**config.mk**
```make
export PLATFORM = sky130hd
export DESIGN_NAME = shared_memory_pin_mux
export DESIGN_NICKNAME = d
export VERILOG_FILES = /design/src/hw/pin_mux_pkg.sv /design/src/hw/access_timer.sv /design/src/hw/pin_sync.sv /design/src/hw/shared_memory_pin_mux.sv
export SDC_FILE = /design/constraint.sdc
export NUM_CORES = 1
export LEC_CHECK = 0
export ABC_CLOCK_PERIOD_IN_PS = 3200
export BUFFER_PORTS_ARGS = -buffer_cell sky130_fd_sc_hd__buf_2
export CAP_MARGIN = 20
export CORE_AREA = 3 3 184 186
export CTS_CLUSTER_SIZE = 10
export DETAILED_ROUTE_END_ITERATION = 6
export DIE_AREA = 0 0 187 189
export PLACE_DENSITY = 0.5
export SYNTH_ARGS = -nofsm -noshare
export SYNTH_HDL_FRONTEND = slang
export SYNTH_SLANG_ARGS = --single-unit
```
**constraint.sdc**
```tcl
create_clock -name mclk -period 3.2 [get_ports mclk]
set_input_delay 0.32 -clock mclk [delete_from_list [all_inputs] [get_ports mclk]]
set_output_delay 0.32 -clock mclk [all_outputs]
set_load 0.005 [all_outputs]
```
**src/hw/pin_mux_pkg.sv**
```systemverilog
// Constants and types shared by the shared-pin multiplexer design.
package pin_mux_pkg;

  // ****************************************************************
  // Pin field positions
  // ****************************************************************
  localparam int MEM_W       = 64;
  localparam int PADR_LO     = 0;
  localparam int PADR_W      = 17;
  localparam int PDAT_LO     = 18;
  localparam int PRD_BIT     = 26;
  localparam int PWR_BIT     = 27;
  localparam int RADR_LO     = 32;
  localparam int RADR_W      = 18;
  localparam int RDAT_LO     = 50;
  localparam int RWE_BIT     = 58;
  localparam int VID_HI      = 63;
  localparam int VID_SH_LO   = 3;
  localparam int VID_W       = 16;

  // ****************************************************************
  // Timing counts
  // ****************************************************************
  localparam int    MCLK_MHZ      = 40;
  localparam int    STROBE_NS     = 100;
  localparam logic [3:0] STROBE_CYC = 4'((STROBE_NS * MCLK_MHZ + 999) / 1000);
  localparam logic [3:0] TURN_CYC   = 4'h1;

  // ****************************************************************
  // Reset values
  // ****************************************************************
  localparam logic [MEM_W-1:0] MEM_RST = 64'h0000_0000_0000_0000;

  typedef enum logic [2:0] {
    OWN_IDLE  = 3'b000,
    OWN_DRAM  = 3'b001,
    OWN_ROM   = 3'b010,
    OWN_PERIPH = 3'b011,
    OWN_VIDEO = 3'b100,
    OWN_TURN  = 3'b101
  } owner_t;

endpackage : pin_mux_pkg

```
**src/hw/access_timer.sv**
```systemverilog
// Down counter timing strobe width and turnaround gaps.
`timescale 1ns/1ps
module access_timer (
  // Clock and reset
  input  wire logic       mclk,
  input  wire logic       nrst,
  // Control
  input  wire logic       load,
  input  wire logic [3:0] count,
  output logic            busy
);
  logic [3:0] cnt_r;

  always_ff @(posedge mclk) begin
    if (!nrst) begin
      cnt_r <= 4'h0;
    end else if (load) begin
      cnt_r <= count;
    end else if (cnt_r != 4'h0) begin
      cnt_r <= cnt_r - 4'h1;
    end
  end

  // Busy from the count only, so the load decision never feeds back on itself
  assign busy = (cnt_r != 4'h0);
endmodule : access_timer

```
**src/hw/pin_sync.sv**
```systemverilog
// Three-stage synchroniser with agreement filter for asynchronous pins.
`timescale 1ns/1ps
module pin_sync (
  // Clock and reset
  input  wire logic mclk,
  input  wire logic nrst,
  // Pin and filtered level
  input  wire logic pin_in,
  output logic      level_out
);
  logic s1_r;
  logic s2_r;
  logic s3_r;

  always_ff @(posedge mclk) begin
    s1_r <= pin_in;
    s2_r <= s1_r;
    s3_r <= s2_r;
  end

  // Change counts once stages two and three agree
  always_ff @(posedge mclk) begin
    if (!nrst) begin
      level_out <= 1'b1;
    end else if (s2_r == s3_r) begin
      level_out <= s3_r;
    end
  end
endmodule : pin_sync

```
**src/hw/shared_memory_pin_mux.sv**
```systemverilog
// Multiplexer of ROM, peripheral and video functions onto frame-buffer data pins.
`timescale 1ns/1ps
module shared_memory_pin_mux (
  // Clock and reset
  input  wire logic        mclk,
  input  wire logic        nrst,
  // DRAM controller side
  input  wire logic        dram_req,
  input  wire logic [63:0] dram_wdata,
  input  wire logic        dram_drive,
  output logic             dram_gnt,
  output logic [63:0]      dram_rdata,
  // ROM access request
  input  wire logic        rom_req,
  input  wire logic        rom_write,
  input  wire logic [17:0] rom_addr,
  input  wire logic [7:0]  rom_wdata,
  output logic             rom_done,
  output logic [7:0]       rom_rdata,
  // Peripheral access request
  input  wire logic        periph_req,
  input  wire logic        periph_write,
  input  wire logic [16:0] periph_addr,
  input  wire logic [17:0] periph_ext_addr,
  input  wire logic        periph_ext_en,
  input  wire logic [7:0]  periph_wdata,
  output logic             periph_done,
  output logic [7:0]       periph_rdata,
  // Video port request
  input  wire logic        video_req,
  input  wire logic [15:0] video_out,
  output logic [15:0]      video_in,
  output logic             video_ext_active,
  // Host reset
  input  wire logic        host_rst_n,
  // Reset-time straps
  output logic             strap_select,
  output logic             strap_strobe,
  // Shared data pins
  input  wire logic [63:0] memdata_i,
  output logic [63:0]      memdata_o,
  output logic [63:0]      memdata_oe,
  // Dedicated video bits 0..2
  input  wire logic [2:0]  vid_low_i,
  output logic [2:0]       vid_low_o,
  output logic             vid_low_oe,
  // External video enable and transceiver enable
  input  wire logic        ext_video_n,
  output logic             xcvr_en_n,
  // Strobe, select, chip enable, reset
  input  wire logic        periph_select_n_i,
  output logic             periph_select_n_o,
  output logic             periph_select_n_oe,
  input  wire logic        periph_strobe_n_i,
  output logic             periph_strobe_n_o,
  output logic             periph_strobe_n_oe,
  output logic             rom_ce_n,
  output logic             periph_reset_n
);

  // ****************************************************************
  // Input synchronisers
  // ****************************************************************
  logic ext_video_n_s;
  logic host_rst_n_s;

  pin_sync u_evid (
    .mclk      (mclk),
    .nrst      (nrst),
    .pin_in    (ext_video_n),
    .level_out (ext_video_n_s)
  );

  pin_sync u_hrst (
    .mclk      (mclk),
    .nrst      (nrst),
    .pin_in    (host_rst_n),
    .level_out (host_rst_n_s)
  );

  // Device in reset: either chip reset or host reset
  logic in_rst;
  assign in_rst = !nrst || !host_rst_n_s;

  // ****************************************************************
  // Ownership state
  // ****************************************************************
  pin_mux_pkg::owner_t own_r;
  pin_mux_pkg::owner_t own_nxt;
  logic                write_r;
  logic                timer_load;
  logic [3:0]          timer_count;
  logic                timer_busy;

  access_timer u_timer (
    .mclk  (mclk),
    .nrst  (nrst),
    .load  (timer_load),
    .count (timer_count),
    .busy  (timer_busy)
  );

  // Grant one owner at a time, turnaround gap between owners
  always_comb begin
    own_nxt     = own_r;
    timer_load  = 1'b0;
    timer_count = pin_mux_pkg::STROBE_CYC;
    case (own_r)
      pin_mux_pkg::OWN_IDLE: begin
        if (!ext_video_n_s || video_req) begin
          own_nxt = pin_mux_pkg::OWN_VIDEO;
        end else if (dram_req) begin
          own_nxt = pin_mux_pkg::OWN_DRAM;
        end else if (rom_req) begin
          own_nxt    = pin_mux_pkg::OWN_ROM;
          timer_load = 1'b1;
        end else if (periph_req) begin
          own_nxt    = pin_mux_pkg::OWN_PERIPH;
          timer_load = 1'b1;
        end
      end
      pin_mux_pkg::OWN_DRAM: begin
        if (!dram_req) begin
          own_nxt     = pin_mux_pkg::OWN_TURN;
          timer_load  = 1'b1;
          timer_count = pin_mux_pkg::TURN_CYC;
        end
      end
      pin_mux_pkg::OWN_ROM, pin_mux_pkg::OWN_PERIPH: begin
        if (!timer_busy) begin
          own_nxt     = pin_mux_pkg::OWN_TURN;
          timer_load  = 1'b1;
          timer_count = pin_mux_pkg::TURN_CYC;
        end
      end
      pin_mux_pkg::OWN_VIDEO: begin
        if (ext_video_n_s && !video_req) begin
          own_nxt     = pin_mux_pkg::OWN_TURN;
          timer_load  = 1'b1;
          timer_count = pin_mux_pkg::TURN_CYC;
        end
      end
      pin_mux_pkg::OWN_TURN: begin
        if (!timer_busy) begin
          own_nxt = pin_mux_pkg::OWN_IDLE;
        end
      end
      default: begin
        own_nxt = pin_mux_pkg::OWN_IDLE;
      end
    endcase
  end

  always_ff @(posedge mclk) begin
    if (in_rst) begin
      own_r <= pin_mux_pkg::OWN_IDLE;
    end else begin
      own_r <= own_nxt;
    end
  end

  // Latch direction at access start
  always_ff @(posedge mclk) begin
    if (in_rst) begin
      write_r <= 1'b0;
    end else if (own_r == pin_mux_pkg::OWN_IDLE) begin
      write_r <= (rom_req && !dram_req) ? rom_write : periph_write;
    end
  end

  // ****************************************************************
  // Pin drive
  // ****************************************************************
  logic is_rom;
  logic is_per;
  logic is_vid_out;
  assign is_rom     = (own_r == pin_mux_pkg::OWN_ROM);
  assign is_per     = (own_r == pin_mux_pkg::OWN_PERIPH);
  assign is_vid_out = (own_r == pin_mux_pkg::OWN_VIDEO) && ext_video_n_s;

  always_ff @(posedge mclk) begin
    if (in_rst) begin
      memdata_o  <= pin_mux_pkg::MEM_RST;
      memdata_oe <= pin_mux_pkg::MEM_RST;
      vid_low_o  <= 3'h0;
      vid_low_oe <= 1'b0;
    end else begin
      memdata_o  <= pin_mux_pkg::MEM_RST;
      memdata_oe <= pin_mux_pkg::MEM_RST;
      vid_low_o  <= video_out[2:0];
      vid_low_oe <= is_vid_out;
      if (own_nxt == pin_mux_pkg::OWN_DRAM) begin
        memdata_o  <= dram_wdata;
        memdata_oe <= {pin_mux_pkg::MEM_W{dram_drive}};
      end else if (own_nxt == pin_mux_pkg::OWN_ROM) begin
        memdata_o[pin_mux_pkg::RADR_LO +: pin_mux_pkg::RADR_W] <= rom_addr;
        memdata_oe[pin_mux_pkg::RADR_LO +: pin_mux_pkg::RADR_W] <= 18'h3FFFF;
        memdata_o[pin_mux_pkg::RDAT_LO +: 8] <= rom_wdata;
        memdata_oe[pin_mux_pkg::RDAT_LO +: 8] <= {8{rom_write}};
        memdata_o[pin_mux_pkg::RWE_BIT]  <= !(rom_write && timer_busy);
        memdata_oe[pin_mux_pkg::RWE_BIT] <= 1'b1;
      end else if (own_nxt == pin_mux_pkg::OWN_PERIPH) begin
        memdata_o[pin_mux_pkg::PADR_LO +: pin_mux_pkg::PADR_W] <= periph_addr;
        memdata_oe[pin_mux_pkg::PADR_LO +: pin_mux_pkg::PADR_W] <= 17'h1FFFF;
        memdata_o[pin_mux_pkg::PDAT_LO +: 8] <= periph_wdata;
        memdata_oe[pin_mux_pkg::PDAT_LO +: 8] <= {8{periph_write}};
        memdata_o[pin_mux_pkg::PRD_BIT]  <= periph_write;
        memdata_o[pin_mux_pkg::PWR_BIT]  <= !periph_write;
        memdata_oe[pin_mux_pkg::PRD_BIT] <= 1'b1;
        memdata_oe[pin_mux_pkg::PWR_BIT] <= 1'b1;
        if (periph_ext_en) begin
          memdata_o[pin_mux_pkg::RADR_LO +: pin_mux_pkg::RADR_W] <= periph_ext_addr;
          memdata_oe[pin_mux_pkg::RADR_LO +: pin_mux_pkg::RADR_W] <= 18'h3FFFF;
        end
      end else if (own_nxt == pin_mux_pkg::OWN_VIDEO && ext_video_n_s) begin
        for (int i = 0; i < pin_mux_pkg::VID_W - pin_mux_pkg::VID_SH_LO; i++) begin
          memdata_o[pin_mux_pkg::VID_HI - i]  <= video_out[pin_mux_pkg::VID_SH_LO + i];
          memdata_oe[pin_mux_pkg::VID_HI - i] <= 1'b1;
        end
      end
    end
  end

  // ****************************************************************
  // Strobe, select and chip enable
  // ****************************************************************
  logic active_strobe;
  assign active_strobe = (is_rom || is_per) && timer_busy;

  always_ff @(posedge mclk) begin
    if (in_rst) begin
      periph_select_n_o  <= 1'b1;
      periph_select_n_oe <= 1'b0;
      periph_strobe_n_o  <= 1'b1;
      periph_strobe_n_oe <= 1'b0;
      rom_ce_n           <= 1'b1;
    end else begin
      periph_select_n_oe <= 1'b1;
      periph_strobe_n_oe <= 1'b1;
      periph_select_n_o  <= !is_per;
      // Strobe when selected, otherwise ROM output enable
      if (is_per) begin
        periph_strobe_n_o <= !active_strobe;
      end else begin
        periph_strobe_n_o <= !(is_rom && !write_r && timer_busy);
      end
      rom_ce_n <= !is_rom;
    end
  end

  // Straps sampled while reset held
  always_ff @(posedge mclk) begin
    if (in_rst) begin
      strap_select <= periph_select_n_i;
      strap_strobe <= periph_strobe_n_i;
    end
  end

  // ****************************************************************
  // Reset forwarding, transceiver enable and read data
  // ****************************************************************
  always_ff @(posedge mclk) begin
    if (in_rst) begin
      periph_reset_n   <= 1'b0;
      xcvr_en_n        <= 1'b0;
      video_ext_active <= 1'b0;
    end else begin
      periph_reset_n   <= 1'b1;
      xcvr_en_n        <= !ext_video_n_s;
      video_ext_active <= !ext_video_n_s;
    end
  end

  always_ff @(posedge mclk) begin
    if (in_rst) begin
      rom_done     <= 1'b0;
      periph_done  <= 1'b0;
      rom_rdata    <= 8'h00;
      periph_rdata <= 8'h00;
      dram_gnt     <= 1'b0;
      dram_rdata   <= pin_mux_pkg::MEM_RST;
      video_in     <= 16'h0000;
    end else begin
      rom_done    <= is_rom && !timer_busy;
      periph_done <= is_per && !timer_busy;
      dram_gnt    <= (own_r == pin_mux_pkg::OWN_DRAM);
      dram_rdata  <= memdata_i;
      if (is_rom && !write_r && !timer_busy) begin
        rom_rdata <= memdata_i[pin_mux_pkg::RDAT_LO +: 8];
      end
      if (is_per && !write_r && !timer_busy) begin
        periph_rdata <= memdata_i[pin_mux_pkg::PDAT_LO +: 8];
      end
      video_in[2:0] <= vid_low_i;
      for (int j = 0; j < pin_mux_pkg::VID_W - pin_mux_pkg::VID_SH_LO; j++) begin
        video_in[pin_mux_pkg::VID_SH_LO + j] <= memdata_i[pin_mux_pkg::VID_HI - j];
      end
    end
  end

endmodule : shared_memory_pin_mux
```
==> metrics.md <==
| Metric | Value |
|---|---|
| Core region area | 0.03245 mm2 |
| Die width | 187 um |
| CP cell instances | inv_1 > ha_1 > or3b_1 > a32o_1 > a22oi_4 > and2_4 > a22o_1 |
| Pre-antenna DRT Iters | 4 |
| Hold Crit Endpoint | strap_select |
| Result of the run | completed |
| Worst hold slack | 0.05498 ns |
| CTS tree | done |
| Max-slew violations | 0 |
| CTS clk-pin slew, worst paths | 0.07 ns |
| Syn_area_per_cell | 10.50 um2 |
| Crit. End Element | flop |
| RSZ-0062 raised after global routing | false |
| Fin Clk Skew | 0.009457 ns |
| Endpoints failing setup | 0 |
| FMAX | 391.5 MHz |
| Leak | 5.110 nW |
| Kind of critical path | reg2reg |
| Hold Startpoint | periph_select_n_i |
| Synthesis-to-layout area growth | 41.61% |
| Post-synth ARST share | 0% |
| Worst-skew pair later-pin latency | 0.44 ns |
| Most common cell in the netlist | dfxtp_1 |
| Tcrit/Tclk final | 79.82% |
| DR iter-0 viols | 211 |
| Syn nets | 871 |
| RR Endpoint | memdata_o[18] |
| Dominant cells by area after synthesis | dfxtp_1 (55%), buf_4 (8.3%), and3_1 (7.5%) |
| Die extent in y | 189 um |
| Worst vdd ir | 348.1 uV |
| Clock Sinks | 185 |
| Cell family with most CP delay | compound AO/OA/AOI/OAI gates |
| Setup TNS | 0 ns |
| Antenna violations before repair | 1 |
| # rows | 66 |
| DRC | 0 |
| Layout cells sized above 1 | 51.01% |
| Critical path's largest stage delay | 0.50 ns |
| Final Hold Fails | 0 |
| Vias per cell | 4.052 |
| Power per cell area | 610.9 mW/mm2 |
| Rel. slew slack | 51.16% |
| H-Tree Depth | 4 |
| Final Net Count | 1256 |
| Seq/Total Area, Yosys | 55.43% |
| Final Critical Period | 2.554 ns |
| DR vias | 5997 |
| Gpl congestion | 0.7839 |
| Yosys cell types | 56 |
| Synthesized area | 0.006718 mm2 |
| Buf/Inv on CP | 1 |
| DRT Wirelength | 23.63 mm |
| Post-DP HPWL | 18.00 mm |
| Largest net degree at the start of global routing | 76 |
| Actual slew at the worst max-slew pin | 0.7326 ns |
| Worst path required time | 3.58 ns |
| IO Port Bufs | 470 |
| Die area | 0.03534 mm2 |
| Area leader, netlist | dfxtp_1 |
| Crit Path Max Fanout | 35 |
| Worst Path Arrival | 2.93 ns |
| Resize count post-CTS | 0 |
| Hold Path Stages | 1 |
| Final ANT Viol Nets | 0 |
| Hold Crit Class | in2reg |
| Post-Syn Instances | 640 |
| Max cap viols | 0 |
| Placement Cell Area | 0.008906 mm2 |
| Total CTS buffers | 17 |
| CTS root buffer | clkbuf_16 |
| Worst path slowest cell | and2_4 |
| First-pass GRT wire length | 34.53 mm |
| Main flop type after synthesis | dfxtp_1 |
| I/O pin count | 471 |
| Gr usage total | 12.64% |
| EDFF count, synth | 2 |
| Initial Util | 20.70% |
| Startpoint Class | flop |
| Reg-to-reg startpoint | u_timer.cnt_r[0] |
| Yosys top cell area share | 54.54% |
| Design area | 0.009513 mm2 |
| Remaining global-route overflow | 0 |
| Synth warn | 0 |
| Synthesis-stage register bit count | 185 |
| Mean routed wirelength per cell | 15.97 um |
| Reg2Reg Setup Slack | 0.65 ns |
| Post-synth top cells | dfxtp_1 (183), and3_1 (81), buf_4 (74) |
| CTS Buffer Depth | 2 |
| FF-to-FF path depth | 7 |
| Vias in the first global route | 5961 |
## routing by layer
metal	global-route usage, %	up-vias	share of wire (%)
met4	6.165	0	2.7
met5	0	-	0
met2	21.13	257	49
li1	-	2931	-
met3	3.592	32	6.6
met1	14.96	2777	42
## worst reg2reg max path: cells and delay by family, from the launching register on
family          cells  cell delay, ns
compound gates      3            0.95
fa+ha+maj           1            0.26
buf+inv             1            0.08
flops               1            0.32
simple gates        2            0.89
## state kept, by name, indices dropped and copies added, names as in the netlist, 3 cells and up
name / count
own_r: 3
vid_low_o: 3
memdata_oe: 8
u_timer.cnt_r: 4
dram_rdata: 63
memdata_o: 64
video_in: 4
rom_rdata: 8
periph_rdata: 8
## kinds of logic (layout without fill, tap and decap cells)
group / Yosys count / count (layout) / synth area share [%]
other: 0 / 1 / 0
buffers and inverters: 145 / 542 / 13.63
multiplexers: 17 / 17 / 2.552
adder cells (fa/ha/maj): 1 / 1 / 0.1862
AO/OA/AOI/OAI: 120 / 120 / 13.82
flip-flops: 185 / 185 / 55.43
AND/OR/NAND/NOR: 172 / 172 / 14.38
## repair_timing
item	in CTS	in global routing
setup buffers	0	0
hold endpoints to repair	2	0
endpoints found under the setup margin	0	0
hold buffers	2	0
## power breakdown
part	total [mW]	internal (mW)	switching (mW)
sequential	2.60	2.50	0.102
combinational	1.08	0.504	0.576
clock	2.13	1.11	1.02
## area by class of cell
class	instances	area (um2)
timing repair buffer	485	2470
fill	3517	22940
multi-input combinational	310	2081
inverter	26	97.59
clock inverter	14	158.9
clock buffer	17	425.4
sequential	185	3725
antenna	1	2.502
tap	442	553.0
## layout by cell type (no fill, tap or decap), types with 3 or more instances in the layout
cell and instances:
buf_2 470, dfxtp_1 182, and3_1 81, a22o_1 33
nor2_1 30, nand2_1 27, inv_1 26, a31oi_1 24
a221oi_1 18, clkbuf_16 17, mux2i_1 16, buf_4 13
a21oi_1 12, a22oi_1 8, nand3_1 5, o21ai_0 5
inv_8 5, nor3_1 3, o21a_1 3, clkinv_4 3
## through the flow
stage	worst slack, ns	util [%]	power, mW	cells
6_report	0.6458	29.31	5.812	1480
5_1_grt	0.4439	29.31	6.137	1480
4_1_cts	0.6450	29.30	5.929	1479
3_5_place_dp	0.6758	27.44	3.748	1446
3_3_place_gp	0.7178	27.44	3.741	1446
2_1_floorplan	1.021	-	3.324	640
## worst max-delay path by stage
| stage | start | endpoint | slack (ns) | cells after the start |
|---|---|---|---|---|
| 2_1_floorplan | u_timer.cnt_r[0] | memdata_o[40] | 1.02 | 10 |
| 3_3_place_gp | u_timer.cnt_r[0] | memdata_o[15] | 0.72 | 7 |
| 3_5_place_dp | u_timer.cnt_r[0] | memdata_o[18] | 0.68 | 7 |
| 4_1_cts | u_timer.cnt_r[0] | memdata_o[18] | 0.64 | 7 |
| 5_1_grt | u_timer.cnt_r[0] | memdata_o[6] | 0.44 | 7 |
| 6_report | u_timer.cnt_r[0] | memdata_o[18] | 0.65 | 7 |
Note: power is estimated with default switching activity, not from simulation.
